File: config.mk
export PLATFORM = sky130hd
export DESIGN_NAME = fe_codec
export DESIGN_NICKNAME = d
export VERILOG_FILES = /design/src/rtl/fe_codec.v /design/src/rtl/fe_codec_tables.v
export VERILOG_INCLUDE_DIRS = /design/src /design/src/rtl
export SDC_FILE = /design/constraint.sdc
export NUM_CORES = 1
export LEC_CHECK = 0
export BUFFER_PORTS_ARGS = -buffer_cell sky130_fd_sc_hd__buf_2
export CAP_MARGIN = 30
export CORE_MARGIN = 2
export CORE_UTILIZATION = 59
export CTS_CLUSTER_DIAMETER = 200
export DETAILED_ROUTE_END_ITERATION = 16
export PLACE_DENSITY_LB_ADDON = 0.2
export SKIP_CTS_REPAIR_TIMING = 1
export SLEW_MARGIN = 20
export SYNTH_ARGS = -nofsm -noshare
export SYNTH_HDL_FRONTEND = slang
export SYNTH_SLANG_ARGS = --single-unit
File: constraint.sdc
create_clock -name clk_in -period 3.02 [get_ports clk_in]
set_input_delay 0.453 -clock clk_in [delete_from_list [all_inputs] [get_ports clk_in]]
set_output_delay 0.453 -clock clk_in [all_outputs]
set_load 0.01 [all_outputs]
File: src/rtl/fe_codec_regs.vh
// Constants for the 100BASE-TX 4B/5B, NRZI and MLT-3 coding path
`ifndef FE_CODEC_REGS_VH
`define FE_CODEC_REGS_VH
// ==================================================
// Control code-groups
`define CG_IDLE 5'h1f
`define CG_SSD1 5'h18
`define CG_SSD2 5'h11
`define CG_ESD1 5'h0d
`define CG_ESD2 5'h07
`define CG_HALT 5'h04
// ==================================================
// Receive nibbles
`define NIB_PRE 4'h5
`define NIB_ZERO 4'h0
`define NIB_INVALID 4'h6
// ==================================================
// Scrambler
`define SCR_LEN 11
`define SCR_SEED 11'h7ff
// ==================================================
// Signal detect: energy must persist this many clocks
`define SD_HOLD 8'h40
`endif

File: src/rtl/fe_codec.v
// 100BASE-TX coding path: 4B/5B, scrambling, NRZI and MLT-3 split
`include "fe_codec_regs.vh"
`default_nettype none
// Contract
// - NRZI encode after serialise and scramble
// - NRZI stage always active, no bypass
// - Idle 11111 gives receive nibble 0000
// - SSD is 11000 10001, nibble 0101
// - ESD is 01101 00111, nibble 0000
// - Code 00100 is halt, an error
// - Undefined code gives nibble 6, RX_ER
// - Control code inside data gives RX_ER
// - MLT-3 ones alternate plus and minus
// - Line output only MLT-3, no binary
// - TX_ER with TX_EN sends halt codes
// - Delimiters kept during error substitution
// - Receiver delivers synchronous nibbles to MAC
// - Fast link pulses never assert signal detect
// - Equaliser gain adapts to cable attenuation
// - Scrambler LFSR XOR before NRZI
// - Align code-groups at SSD, then hold
module fe_codec (
   input wire clk_in,
   input wire nrst_in,
   input wire [3:0] txd_in,
   input wire tx_en_in,
   input wire tx_er_in,
   input wire line_rx_pair_b_in,
   input wire [7:0] rx_level_in,
   output reg nib_tick_out,
   output reg [3:0] rxd_out,
   output reg rx_dv_out,
   output reg rx_er_out,
   output reg line_tx_pair_a_p_out,
   output reg line_tx_pair_a_n_out,
   output reg signal_detect_out,
   output reg [7:0] eq_gain_out
);
// ==================================================
// Symbol timing: one bit per clock, five per code-group
   reg [2:0] bit_cnt_q;
   wire cg_tick = (bit_cnt_q == 3'd4);
   always @(posedge clk_in) begin
      if (!nrst_in) begin
         bit_cnt_q <= 3'd0;
         nib_tick_out <= 1'b0;
      end else begin
         bit_cnt_q <= cg_tick ? 3'd0 : bit_cnt_q + 3'd1;
         nib_tick_out <= cg_tick;
      end
   end
// ==================================================
// Shared lookup
   wire [4:0] data_cg;
   wire [3:0] dec_nib;
   wire dec_ok;
   reg [4:0] rx_cg_q;
   fe_codec_tables u_tables (
      .nib_in(txd_in),
      .cg_in(rx_cg_q),
      .cg_out(data_cg),
      .nib_out(dec_nib),
      .valid_out(dec_ok)
   );
// ==================================================
// Transmit framing: J, K replace first preamble octet; T, R close
   localparam TX_IDLE = 3'd0;
   localparam TX_K = 3'd1;
   localparam TX_DATA = 3'd2;
   localparam TX_R = 3'd3;
   localparam TX_J = 3'd4;
   reg [2:0] tx_st_q;
   reg [4:0] tx_cg_q;
   reg [4:0] tx_sh_q;
   always @(posedge clk_in) begin
      if (!nrst_in) begin
         tx_st_q <= TX_IDLE;
         tx_cg_q <= `CG_IDLE;
      end else if (cg_tick) begin
         case (tx_st_q)
            TX_IDLE: begin
               if (tx_en_in) begin
                  tx_cg_q <= `CG_SSD1;
                  tx_st_q <= TX_K;
               end else begin
                  tx_cg_q <= `CG_IDLE;
               end
            end
            TX_K: begin
               tx_cg_q <= `CG_SSD2;
               tx_st_q <= TX_DATA;
            end
            TX_DATA: begin
               if (!tx_en_in) begin
                  tx_cg_q <= `CG_ESD1;
                  tx_st_q <= TX_R;
               end else if (tx_er_in) begin
                  tx_cg_q <= `CG_HALT;
               end else begin
                  tx_cg_q <= data_cg;
               end
            end
            TX_R: begin
               tx_cg_q <= `CG_ESD2;
               tx_st_q <= TX_IDLE;
            end
            default: begin
               tx_cg_q <= `CG_IDLE;
               tx_st_q <= TX_IDLE;
            end
         endcase
      end
   end
// ==================================================
// Serialise, scramble, NRZI and MLT-3 split; no bypass path exists
   reg [10:0] scr_q;
   reg nrzi_q;
   reg nrzi_p_q;
   reg mlt_sel_q;
   wire scr_bit = tx_sh_q[4] ^ scr_q[10];
   // MLT-3 works from the NRZI stream: a level change is its logic-one event
   wire one_evt = nrzi_q ^ nrzi_p_q;
   always @(posedge clk_in) begin
      if (!nrst_in) begin
         tx_sh_q <= `CG_IDLE;
         scr_q <= `SCR_SEED;
         nrzi_q <= 1'b0;
         nrzi_p_q <= 1'b0;
         mlt_sel_q <= 1'b0;
         line_tx_pair_a_p_out <= 1'b0;
         line_tx_pair_a_n_out <= 1'b0;
      end else begin
         tx_sh_q <= cg_tick ? tx_cg_q : {tx_sh_q[3:0], 1'b0};
         // x^11 + x^9 + 1 closed-loop sequence
         scr_q <= {scr_q[9:0], scr_q[10] ^ scr_q[8]};
         nrzi_q <= nrzi_q ^ scr_bit;
         nrzi_p_q <= nrzi_q;
         // Each one alternates between the plus and minus streams
         line_tx_pair_a_p_out <= one_evt & ~mlt_sel_q;
         line_tx_pair_a_n_out <= one_evt & mlt_sel_q;
         if (one_evt) begin
            mlt_sel_q <= ~mlt_sel_q;
         end
      end
   end
// ==================================================
// Receive input synchroniser; line stream is already descrambled NRZ
   reg rx_s1_q;
   reg rx_s2_q;
   reg [9:0] rx_win_q;
   always @(posedge clk_in) begin
      if (!nrst_in) begin
         rx_s1_q <= 1'b0;
         rx_s2_q <= 1'b0;
         rx_win_q <= 10'h3ff;
      end else begin
         rx_s1_q <= line_rx_pair_b_in;
         rx_s2_q <= rx_s1_q;
         rx_win_q <= {rx_win_q[8:0], rx_s2_q};
      end
   end
// ==================================================
// Alignment: free until SSD seen, then boundary fixed
   localparam RX_HUNT = 2'd0;
   localparam RX_K = 2'd1;
   localparam RX_DATA = 2'd2;
   localparam RX_R = 2'd3;
   reg [1:0] rx_st_q;
   reg [2:0] rx_cnt_q;
   reg [4:0] rx_prev_q;
   wire ssd_seen = (rx_win_q == {`CG_SSD1, `CG_SSD2});
   wire rx_tick = (rx_cnt_q == 3'd4);
   always @(posedge clk_in) begin
      if (!nrst_in) begin
         rx_st_q <= RX_HUNT;
         rx_cnt_q <= 3'd0;
         rx_cg_q <= `CG_IDLE;
         rx_prev_q <= `CG_IDLE;
         rxd_out <= `NIB_ZERO;
         rx_dv_out <= 1'b0;
         rx_er_out <= 1'b0;
      end else if (rx_st_q == RX_HUNT) begin
         rxd_out <= `NIB_ZERO;
         rx_dv_out <= 1'b0;
         rx_er_out <= 1'b0;
         if (ssd_seen) begin
            rx_st_q <= RX_K;
            rx_cnt_q <= 3'd0;
            rx_cg_q <= `CG_SSD2; // A stale idle must not count toward the two-idle end
            rxd_out <= `NIB_PRE;
            rx_dv_out <= 1'b1;
         end
      end else begin
         rx_cnt_q <= rx_tick ? 3'd0 : rx_cnt_q + 3'd1;
         if (rx_tick) begin
            rx_cg_q <= rx_win_q[4:0];
            rx_prev_q <= rx_cg_q;
         end
         // Decode the group latched one bit time after its boundary
         if (rx_cnt_q == 3'd0) begin
            case (rx_st_q)
               RX_K: begin
                  rxd_out <= `NIB_PRE;
                  rx_st_q <= RX_DATA;
               end
               RX_DATA: begin
                  if (rx_cg_q == `CG_ESD1) begin
                     rxd_out <= `NIB_ZERO;
                     rx_er_out <= 1'b0;
                     rx_st_q <= RX_R;
                  end else if (rx_cg_q == `CG_IDLE && rx_prev_q == `CG_IDLE) begin
                     rxd_out <= `NIB_ZERO;
                     rx_dv_out <= 1'b0;
                     rx_er_out <= 1'b0;
                     rx_st_q <= RX_HUNT;
                  end else if (dec_ok) begin
                     rxd_out <= dec_nib;
                     rx_er_out <= 1'b0;
                  end else begin
                     // Halt, undefined, or control inside data
                     rxd_out <= `NIB_INVALID;
                     rx_er_out <= 1'b1;
                  end
               end
               RX_R: begin
                  rxd_out <= `NIB_ZERO;
                  rx_er_out <= (rx_cg_q != `CG_ESD2);
                  rx_dv_out <= 1'b0;
                  rx_st_q <= RX_HUNT;
               end
               default: rx_st_q <= RX_HUNT;
            endcase
         end
      end
   end
// ==================================================
// Signal detect: short link pulses never last long enough to qualify
   reg [7:0] sd_cnt_q;
   reg [7:0] lvl_s1_q;
   reg [7:0] lvl_s2_q;
   always @(posedge clk_in) begin
      if (!nrst_in) begin
         lvl_s1_q <= 8'h00;
         lvl_s2_q <= 8'h00;
         sd_cnt_q <= 8'h00;
         signal_detect_out <= 1'b0;
         eq_gain_out <= 8'h80;
      end else begin
         lvl_s1_q <= rx_level_in;
         lvl_s2_q <= lvl_s1_q;
         if (lvl_s2_q == 8'h00) begin
            sd_cnt_q <= 8'h00;
         end else if (sd_cnt_q != `SD_HOLD) begin
            sd_cnt_q <= sd_cnt_q + 8'h01;
         end
         signal_detect_out <= (sd_cnt_q == `SD_HOLD);
         // Behavioural loop: step gain toward a mid-scale amplitude
         if (cg_tick && lvl_s2_q != 8'h00) begin
            if (lvl_s2_q < 8'h80 && eq_gain_out != 8'hff) begin
               eq_gain_out <= eq_gain_out + 8'h01;
            end else if (lvl_s2_q > 8'h80 && eq_gain_out != 8'h00) begin
               eq_gain_out <= eq_gain_out - 8'h01;
            end
         end
      end
   end
endmodule // fe_codec
`default_nettype wire

File: src/rtl/fe_codec_tables.v
// 4B/5B code table lookup used by both the transmit and receive paths
`include "fe_codec_regs.vh"
`default_nettype none
module fe_codec_tables (
   input wire [3:0] nib_in,
   input wire [4:0] cg_in,
   output wire [4:0] cg_out,
   output wire [3:0] nib_out,
   output wire valid_out
);
// ==================================================
// Data code mapping both directions
   function [4:0] enc;
      input [3:0] n;
      begin
         case (n)
            4'h0: enc = 5'h1e;
            4'h1: enc = 5'h09;
            4'h2: enc = 5'h14;
            4'h3: enc = 5'h15;
            4'h4: enc = 5'h0a;
            4'h5: enc = 5'h0b;
            4'h6: enc = 5'h0e;
            4'h7: enc = 5'h0f;
            4'h8: enc = 5'h12;
            4'h9: enc = 5'h13;
            4'ha: enc = 5'h16;
            4'hb: enc = 5'h17;
            4'hc: enc = 5'h1a;
            4'hd: enc = 5'h1b;
            4'he: enc = 5'h1c;
            default: enc = 5'h1d;
         endcase
      end
   endfunction
   reg [3:0] dec_n;
   reg dec_v;
   integer i;
   // Reverse lookup by search keeps one table as the sole truth
   always @* begin
      dec_n = `NIB_INVALID;
      dec_v = 1'b0;
      for (i = 0; i < 16; i = i + 1) begin
         if (enc(i[3:0]) == cg_in) begin
            dec_n = i[3:0];
            dec_v = 1'b1;
         end
      end
   end
   assign cg_out = enc(nib_in);
   assign nib_out = dec_n;
   assign valid_out = dec_v;
endmodule // fe_codec_tables
`default_nettype wire

* Word-level counts from Yosys, hierarchy flattened
Memories as Yosys holds them, arrays and structs flattened.
Index checks and enable logic that the tools add are counted.
** Word-level totals
- Register bits :: 99
- Latch bits :: 0
- RAM bits :: 0
- Memory bits (read-only) :: 80
- Bits of input ports :: 17
- Memories kept :: 1
** Operators by class
- $add $sub $neg :: 5
- $mul :: 0
- Divide/modulo/power cells :: 0
- Order comparisons :: 2
- Eq/ne operators :: 38
- Shifts and indexed selects :: 0
- Multiplexer cells :: 71
- Bitwise logic cells :: 9
- Reduce and logical (&&, ||, !) cells :: 27
** Memory list
- (no name shown) :: depth 16, width 5, read ports 1, clocked after memory_dff 0, write ports 0, RTL line fe_codec_tables.v:16 : case (n)
** Operators by type and width (count)
- $eq 5x5->1 const A :: 11
- $mux 4 :: 13
- $mux 3 :: 15
- $mux 5 :: 6
- $eq 4x5->1 const A :: 5
- $mux 1 :: 24
- $pmux 5 s4 :: 1
- $add 8x1->8 const B :: 2
- $mux 8 :: 2
- $reduce_bool 8->1 :: 2
- $pmux 4 s3 :: 1
- $eq 10x10->1 const B :: 1
- $eq 5x5->1 const B :: 2
- $mux 2 :: 5
- $reduce_and 2->1 :: 5
- $pmux 3 s3 :: 1
- $eq 8x7->1 const B :: 1
- $gt 8x8->1 const B :: 1
- $logic_not 8->1 :: 1
- $lt 8x8->1 const B :: 1
- $ne 8x7->1 const B :: 1
- $ne 8x8->1 const B :: 1
- $reduce_bool 2->1 :: 4
- $sub 8x1->8 const B :: 1
- other kinds (24) :: 45

* Depth between registers and ports, before layout
Gate-level depths: netlist (run 1).
- Word-level depth :: 23
- Mapped depth :: 9
- Depth with buffers taken out :: 9

* Cells and area by module
Synthesis (run 1) repeated with hierarchy kept, for this count alone.
** Unflattened totals
- Cells, all modules :: 462
- Area, all modules :: 4201.5 µm²
** By module, submodules not included
- fe_codec :: instances 1, cells each 426, area an instance 3955.0 µm²
- fe_codec_tables :: instances 1, cells each 36, area an instance 246.5 µm²

* Worst setup path before layout (run 1)
No wires, ideal clock.
- Path type :: flip-flop to flip-flop
- Start point :: reg eq_gain_out[0]
- End point :: reg eq_gain_out[7]
- Setup time :: 123 ps
- Arrival time :: 2479 ps
- Required time :: 2897 ps
- Setup slack :: 418 ps
- Cell stages (with the launch flop) :: 10
- Path through :: dfxtp_1 -> nand4_1 -> o21bai_1 -> ha_1 -> a21o_1 -> nand4_1 -> nand3_1 -> a31oi_1 -> mux2i_1 -> mux2_1
** Between the ends
- Word-level cells in the longest chain between the ends :: 4
- Elaborated cells between the ends (all ways) :: 10
** Ends and longest elaborated chain
- start, declared :: RTL line fe_codec.v:37 : output reg [7:0] eq_gain_out
- start signal, assigned :: RTL line fe_codec.v:260 : eq_gain_out <= eq_gain_out + 8'h01;
- start signal, assigned :: RTL line fe_codec.v:262 : eq_gain_out <= eq_gain_out - 8'h01;
- parallel branches: the longest is 4 deep, another holds $sub 8x1->8
Parallel ways; which one is timed is not known. The select of a mux whose other input is x is not followed.
A chain may end at the register's enable or synchronous reset.

* Worst setup path after layout (run 1)
Same ends and word-level chain as after synthesis.

==> results of run 1 <==
[state kept, by name, indices dropped and copies added (netlist names), 4 cells and up]
name,flops
rx_prev_q,5
rx_cg_q,5
lvl_s1_q,8
rx_win_q,10
rxd_out,4
sd_cnt_q,8
scr_q,11
lvl_s2_q,8
tx_cg_q,5
tx_sh_q,5
eq_gain_out,8
[through the flow]
| step | std cells | setup slack, ns | power (mW) |
|---|---|---|---|
| finish | 578 | 0.2444 | 2.365 |
| global route | 578 | 0.1257 | 2.458 |
| CTS | 578 | 0.3013 | 2.390 |
| detailed placement | 562 | 0.3349 | 1.574 |
| global placement | 562 | 0.4445 | 1.568 |
| floorplan | 446 | 0.4176 | 1.522 |
[critical path, stage by stage (launching register included)]
cell and delay (ns):
dfxtp_1 0.48, nand4_1 0.13, o21bai_1 0.39, buf_4 0.23
ha_1 0.28, a21oi_1 0.16, nand3_1 0.15, a31oi_1 0.29
mux2i_1 0.24, mux2_1 0.33
[power groups by stage]
stage | Clock (mW) | Sequential [mW] | Combinational (mW)
after CTS | 0.843 | 1.36 | 0.188
after global routing | 0.882 | 1.36 | 0.211
after global placement | 0 | 1.39 | 0.180
after detailed placement | 0 | 1.39 | 0.185
final | 0.819 | 1.36 | 0.187
after floorplan | 0 | 1.39 | 0.136
[metal layers]
metal  global-route usage (%)  vias up  wire [µm]
met2                    35.12       49       3708
li1                         -     1582          -
met4                    8.531        0         62
met3                    3.582        6        199
met5                        0        -          0
met1                    24.58     1430       3298
[how the worst min path moves through the flow]
stage / from / end / cells past startpoint
after global placement: scr_q[4]$_SDFF_PN1_ / scr_q[5]$_SDFF_PN1_ / 1
after global routing: rx_level_in[5] / lvl_s1_q[5]$_SDFF_PN0_ / 2
after floorplan: rx_s2_q$_SDFF_PN0_ / rx_win_q[0]$_SDFF_PN1_ / 1
final: rx_level_in[1] / lvl_s1_q[1]$_SDFF_PN0_ / 2
after detailed placement: scr_q[3]$_SDFF_PN1_ / scr_q[4]$_SDFF_PN1_ / 1
after CTS: rx_level_in[1] / lvl_s1_q[1]$_SDFF_PN0_ / 2
[synthesized netlist by cell type (all sizes together), types with 2 or more instances]
library cell,count,share of area (%)
a21oi,17,2.2
o21bai,2,0.36
nand3,19,2.3
nand2,40,3.6
inv,16,1.5
nor3,8,0.97
ha,21,6.4
mux2i,7,1.7
nor4b,4,1.2
or3,4,0.73
nor2,48,4.6
a2111oi,2,0.58
a211oi,2,0.36
a21o,7,1.3
o21ai,17,2.1
and2,22,3.3
and3,7,1.2
dfxtp,98,48
clkbuf,12,1.1
nor4,2,0.30
or4,2,0.36
xnor2,11,2.3
nand4,7,1.1
a32oi,2,0.43
buf,5,0.82
nor2b,3,0.46
nand2b,26,3.9
a221o,3,0.73
xor2,9,1.9
o22ai,4,0.61
[cell families (layout without fill, tap and decap cells)]
family	after synthesis	after routing	synth area share [%]
AOI/OAI and AO/OA	69	69	11.24
buffers and inverters	34	70	3.462
xor gates and xnor gates	20	20	4.251
adders and majority gates	22	22	6.863
muxes	8	8	1.974
DFF	98	98	47.62
and+or+nand+nor	195	195	24.60
[area by class of cell]
class / count / area share [%]
clock buffer: 9 / 2.723
sequential: 98 / 43.12
inverter: 17 / 1.403
clock inverter: 7 / 1.568
tap: 96 / 2.640
multi-input combinational: 314 / 44.31
timing repair buffer: 37 / 4.235
==> impl_metrics.tcl, run 1 <==
set metrics [dict create \
    avgSynthCellArea_um2 9.238 \
    synth.net_count 485 \
    rr_worst_depth 9 \
    wl_um 7268 \
    dp_hpwl_um 5074 \
    seq_power_share_pct 57.5 \
    area_growth_syn_to_layout_pct 10.42 \
    vias 3067 \
    synthArstFlopShare_pct 0 \
    ys_seq_area_share_pct 47.62 \
    nets 516 \
    required_ns 3.29 \
    cp_data_arrival_time_ns 3.04 \
    final_util_pct 66.96 \
    ios 35 \
    finalCritPeriodShare_pct 91.91 \
    finalSetupTns_ns 0 \
    hold_violations 0 \
    fmax_ghz 0.3603 \
    vdd_ir_drop_max_v 0.0003275 \
    cts_tree "done" \
    combPwrFrac_pct 7.9 \
    multi_input_area_um2 2016 \
    hold_class "primary input to flop" \
    fin_skew_ns 0.01284 \
    grt_pass1_vias 2847 \
    antenna_found_initial 0 \
    cts_buffers 9 \
    synthFlopType "dfxtp_1" \
    fin_area_um2 4549 \
    die_w_um 87.57 \
    final_cell_mix "dfxtp_1 (98), nor2_1 (47), nand2_1 (40), buf_2 (34), nand2b_1 (26)" \
    drtIter0Drc 139 \
    crit_start "eq_gain_out[0]$_SDFFE_PN0P_" \
    rrSetupSlack_ns 0.24 \
    gp_congestion 0.8718 \
    power_switching_uw 629.1 \
    pwr_density_cell_nw_per_um2 519.7 \
    drt-vias-per-instance 5.306 \
    intPower_mw 1.735 \
    ys_ff_latch 98 \
    die_y_um 87.57 \
    timing.rr.end "eq_gain_out[7]$_SDFFE_PN1P_" \
    cts.clk_slew.worst_paths_ns 0.11 \
    numClockSinks 98 \
    remaining_drc_errors 0 \
    grt_max_degree 68 \
    grt-ovfl-total 0 \
    yosys.cell_types.count 58 \
    syn_area_um2 4120 \
    finalSetupViolCount 0 \
    clockBufferDepth 2 \
    cap_viol_max_count 0 \
    drive_gt1_share_pct 12.45 \
    ant_nets 0 \
    cts_root_buffer "clkbuf_8" \
    drv_slew 0 \
    worstReg2RegStart "eq_gain_out[0]$_SDFFE_PN0P_" \
    swShare_pct 26.61 \
    min_period_ns 2.776 \
    seq_area_um2 1962 \
    maxSlewHeadroom_pct 61.88 \
    path_max_fanout 6 \
    clk_latency_ns 0.36 \
    holdWs_ns 0.2833 \
    rows 30 \
    end_kind "flop" \
    synth_edf_count 0 \
    criticalPathCategory "flop to flop" \
    post_drt_wl_per_cell_um 12.57 \
    setup.worst_path.end "eq_gain_out[7]$_SDFFE_PN1P_" \
    fillers 552 \
    status "completed" \
    synth_cells 446 \
    dr.pass1.iters 5 \
    gr-usage-all-layers_pct 20.19 \
    grt_pass1_wl_um 12270 \
    rsz0062_at_grt "no" \
    worstSetupStartpointType "flop" \
    final_common_cell "dfxtp_1" \
    io_buffers 34 \
    tightest_slew_ns 0.5718 \
    dieArea_um2 7668 \
    start_util_pct 60.64 \
    num_antenna_cells 0 \
    leakage_nw 1.970 \
    p_clk_share_pct 34.6 \
    core-area_um2 6794 \
    postPlaceCellArea_um2 4354 \
    yosys_warnings 0 \
    htreeDepth 3 \
]
No activity file was read; power rests on OpenSTA's default activity.
==> run 2: changes to the inputs <==
Settings changed: GPL_TIMING_DRIVEN set to 0.
==> impl_metrics.tcl, run 2 (synthesized netlist as in run 1, its figures left out) <==
set metrics [dict create \
    status "completed" \
    min_period_ns 2.637 \
    dieArea_um2 7668 \
    fin_skew_ns 0.01053 \
    dp_hpwl_um 5650 \
    numClockSinks 98 \
    end_kind "flop" \
    drv_slew 0 \
    slowest_delay_ns 0.48 \
    final_util_pct 67.59 \
    wl_um 7792 \
    cts_root_buffer "clkbuf_8" \
    maxSlewHeadroom_pct 59.54 \
    remaining_drc_errors 0 \
    ios 35 \
    drtIter0Drc 161 \
    die_w_um 87.57 \
    final_cell_mix "dfxtp_1 (98), nor2_1 (47), nand2_1 (40), buf_2 (37), nand2b_1 (26)" \
    tightest_slew_ns 0.6069 \
    rows 30 \
    p_total_mw 2.318 \
    post_drt_wl_per_cell_um 13.16 \
    rsz0062_at_grt "no" \
    postPlaceCellArea_um2 4410 \
    seq_area_um2 1962 \
    vias 3109 \
    fin_area_um2 4592 \
    final_common_cell "dfxtp_1" \
    area_growth_syn_to_layout_pct 11.45 \
    cts.clk_slew.worst_paths_ns 0.10 \
    io_buffers 34 \
    die_y_um 87.57 \
    cap_viol_max_count 0 \
    finalSetupTns_ns 0 \
    criticalPathCategory "flop to flop" \
    grt_max_degree 18 \
    finalSetupViolCount 0 \
    start_util_pct 60.64 \
    grt_pass1_vias 2886 \
    dr.pass1.iters 4 \
    vdd_ir_drop_max_v 0.0003001 \
    clockBufferDepth 2 \
    cts_buffers 9 \
    num_antenna_cells 0 \
    fillers 565 \
    grt-ovfl-total 0 \
    path_cells "nand4_1 -> o21bai_2 -> ha_1 -> a21o_1 -> nand4_1 -> nand3_1 -> a31oi_1 -> mux2i_1 -> mux2_1" \
    path_max_fanout 9 \
    worstSetupStartpointType "flop" \
    grt_pass1_wl_um 13220 \
    gp_congestion 0.8436 \
    critPathSlowestCell "dfxtp_1" \
    hold_class "primary input to flop" \
    top_regs "scr_q x11, rx_win_q x10" \
    hold_violations 0 \
    drt-vias-per-instance 5.252 \
    ant_nets 0 \
    cp_data_arrival_time_ns 2.88 \
    cts_tree "done" \
    pwr_density_cell_nw_per_um2 504.8 \
    fmax_ghz 0.3792 \
    gr-usage-all-layers_pct 21.93 \
    largest_reg_flops 11 \
    clk_latency_ns 0.36 \
    leakage_nw 1.978 \
    drive_gt1_share_pct 12.50 \
    finalCritPeriodShare_pct 87.32 \
    nets 530 \
    required_ns 3.27 \
    antenna_found_initial 0 \
    largest_register "scr_q" \
    multi_input_area_um2 2019 \
    cp_common_cell "nand4_1" \
    htreeDepth 3 \
    rrSetupSlack_ns 0.38 \
    core-area_um2 6794 \
]
## run 2: changes by cell type in the layout (fill, tap and decap cells not counted)
| cell | previous run | this run |
|---|---|---|
| clkbuf_1 | 0 | 13 |
| buf_2 | 34 | 37 |
| buf_4 | 3 | 1 |
| clkinvlp_4 | 0 | 2 |
| buf_6 | 0 | 1 |
| clkinv_8 | 1 | 0 |
| inv_6 | 3 | 2 |
| inv_8 | 1 | 0 |
| o21bai_1 | 2 | 1 |
| o21bai_2 | 0 | 1 |
## run 2: metrics by stage
step           hold slack [ns]  setup slack (ns)  cells
2_1_floorplan           0.3863            0.4176    446
3_3_place_gp            0.3887            0.2155    576
3_5_place_dp            0.3964            0.1723    576
4_1_cts                 0.2800            0.1402    592
5_1_grt                 0.2835            0.2296    592
6_report                0.2931            0.3828    592
## run 2: final timing paths
check / startpoint / endpoint / cells after the start
worst min register to register: scr_q[9]$_SDFF_PN1_ / scr_q[10]$_SDFF_PN1_ / 1
worst max-delay path: eq_gain_out[0]$_SDFFE_PN0P_ / eq_gain_out[7]$_SDFFE_PN1P_ / 9
worst min-delay path: rx_level_in[5] / lvl_s1_q[5]$_SDFF_PN0_ / 2
worst max register to register: eq_gain_out[0]$_SDFFE_PN0P_ / eq_gain_out[7]$_SDFFE_PN1P_ / 9
## run 2: per-layer routing
| layer | vias to the layer above | track usage [%] | share of wire, % |
|---|---|---|---|
| li1 | 1619 | - | - |
| met1 | 1436 | 28.91 | 47 |
| met2 | 47 | 36.57 | 48 |
| met3 | 7 | 4.807 | 3.5 |
| met4 | 0 | 5.874 | 1.0 |
| met5 | - | 0 | 0 |
## run 2: cell type report
cell class / instances / area share [%]
Buffer: 17 / 1.717
Clock buffer: 10 / 2.779
Clock inverter: 6 / 1.090
Inverter: 17 / 1.390
Multi-Input combinational cell: 314 / 43.98
Sequential cell: 98 / 42.72
Tap cell: 96 / 2.616
Timing Repair Buffer: 34 / 3.706
## run 2: where the power goes
group / switching (mW) / internal, mW
registers: 0.0252 / 1.33
clock network: 0.457 / 0.308
logic: 0.115 / 0.0783
## run 2: worst max-delay path, delay by kind of cell (launching register included)
family,cells,cell delay [ns]
AO/OA/AOI/OAI,3,0.81
adder cells (fa/ha/maj),1,0.32
flip-flops,1,0.48
multiplexers,2,0.56
AND/OR/NAND/NOR,3,0.36
==> run 3: changes to the inputs <==
Clock period 3.02 ns to 2.71 ns, I/O delays scaled along.
==> impl_metrics.tcl, run 3 (synthesized netlist as in run 1, its figures left out) <==
set metrics [dict create \
    fin_skew_ns 0.009536 \
    status "completed" \
    cts_buffers 9 \
    largest_reg_flops 11 \
    largest_register "scr_q" \
    rows 30 \
    dp_hpwl_um 5650 \
    start_util_pct 60.64 \
    cts_tree "done" \
    worstSetupStartpointType "flop" \
    maxSlewHeadroom_pct 59.52 \
    die_y_um 87.57 \
    gp_congestion 0.8436 \
    hold_class "primary input to flop" \
    clockBufferDepth 2 \
    dieArea_um2 7668 \
    finalSetupViolCount 0 \
    remaining_drc_errors 0 \
    grt-ovfl-total 0 \
    end_kind "flop" \
    die_w_um 87.57 \
    criticalPathCategory "flop to flop" \
    path_max_fanout 9 \
    hold_violations 0 \
    drive_gt1_share_pct 12.50 \
    top_regs "scr_q x11, rx_win_q x10" \
    wl_um 7852 \
    dr.pass1.iters 7 \
    gr-usage-all-layers_pct 21.93 \
    cp_data_arrival_time_ns 2.82 \
    drtIter0Drc 168 \
    p_total_mw 2.585 \
    min_period_ns 2.577 \
    final_cell_mix "dfxtp_1 (98), nor2_1 (47), nand2_1 (40), buf_2 (37), nand2b_1 (26)" \
    finalCritPeriodShare_pct 95.11 \
    finalSetupTns_ns 0 \
    numClockSinks 98 \
    cap_viol_max_count 0 \
    grt_max_degree 18 \
    final_common_cell "dfxtp_1" \
    cts_root_buffer "clkbuf_8" \
    io_buffers 34 \
    leakage_nw 1.977 \
    ios 35 \
    tightest_slew_ns 0.6071 \
    drt-vias-per-instance 5.253 \
    ant_nets 0 \
    cts.clk_slew.worst_paths_ns 0.10 \
    antenna_found_initial 0 \
    vias 3110 \
    pwr_density_cell_nw_per_um2 562.0 \
    area_growth_syn_to_layout_pct 11.63 \
    num_antenna_cells 0 \
    htreeDepth 3 \
    core-area_um2 6794 \
    required_ns 2.96 \
    clk_latency_ns 0.36 \
    post_drt_wl_per_cell_um 13.26 \
    fmax_ghz 0.3880 \
    nets 530 \
    holdWs_ns 0.2483 \
    drv_slew 0 \
    vdd_ir_drop_max_v 0.0003352 \
    grt_pass1_vias 2886 \
    grt_pass1_wl_um 13220 \
]
==> run 3: stage by stage <==
step | util (%) | setup slack, ns | instances | cell area (µm²)
after global placement | 64.92 | -0.09449 | 576 | 4410
after floorplan | - | 0.1076 | 446 | 4120
after detailed placement | 64.92 | -0.1377 | 576 | 4410
final | 67.70 | 0.1325 | 592 | 4599
after global routing | 67.70 | -0.004942 | 592 | 4599
after CTS | 67.53 | -0.1698 | 592 | 4588
==> run 3: area by class of cell <==
class,instances,area [µm²]
timing repair buffer,34,170.2
sequential,98,1962
clock inverter,6,50.05
inverter,17,63.81
clock buffer,10,127.6
tap,96,120.1
buffer,17,78.83
fill,565,2195
multi-input combinational,314,2027
==> run 3: report_power, final <==
| part | switching (mW) | internal (mW) |
|---|---|---|
| Sequential | 0.0283 | 1.49 |
| Combinational | 0.128 | 0.0878 |
| Clock | 0.510 | 0.344 |
| Total | 0.666 | 1.92 |
==> run 3: worst paths after layout <==
check,startpoint,slack [ns],cells after the start,to
hold reg to reg,scr_q[6]$_SDFF_PN1_,0.42,1,scr_q[7]$_SDFF_PN1_
setup / recovery,eq_gain_out[0]$_SDFFE_PN0P_,0.13,9,eq_gain_out[7]$_SDFFE_PN1P_
hold / removal,rx_level_in[5],0.25,2,lvl_s1_q[5]$_SDFF_PN0_
setup reg to reg,eq_gain_out[0]$_SDFFE_PN0P_,0.13,9,eq_gain_out[7]$_SDFFE_PN1P_
==> run 3: metal layers <==
metal	track usage, %	part of all wire (%)	vias up
met5	0	0	-
met4	5.874	1.0	0
met3	4.807	3.7	6
met2	36.57	48	56
met1	28.91	47	1430
li1	-	-	1618
==> run 3: critical path, stage by stage (launching register included) <==
cell,delay [ns]
dfxtp_1,0.48
nand4_1,0.21
o21bai_4,0.30
ha_1,0.29
a21o_1,0.19
nand4_1,0.09
nand3_1,0.12
a31oi_1,0.24
mux2i_1,0.23
mux2_1,0.33
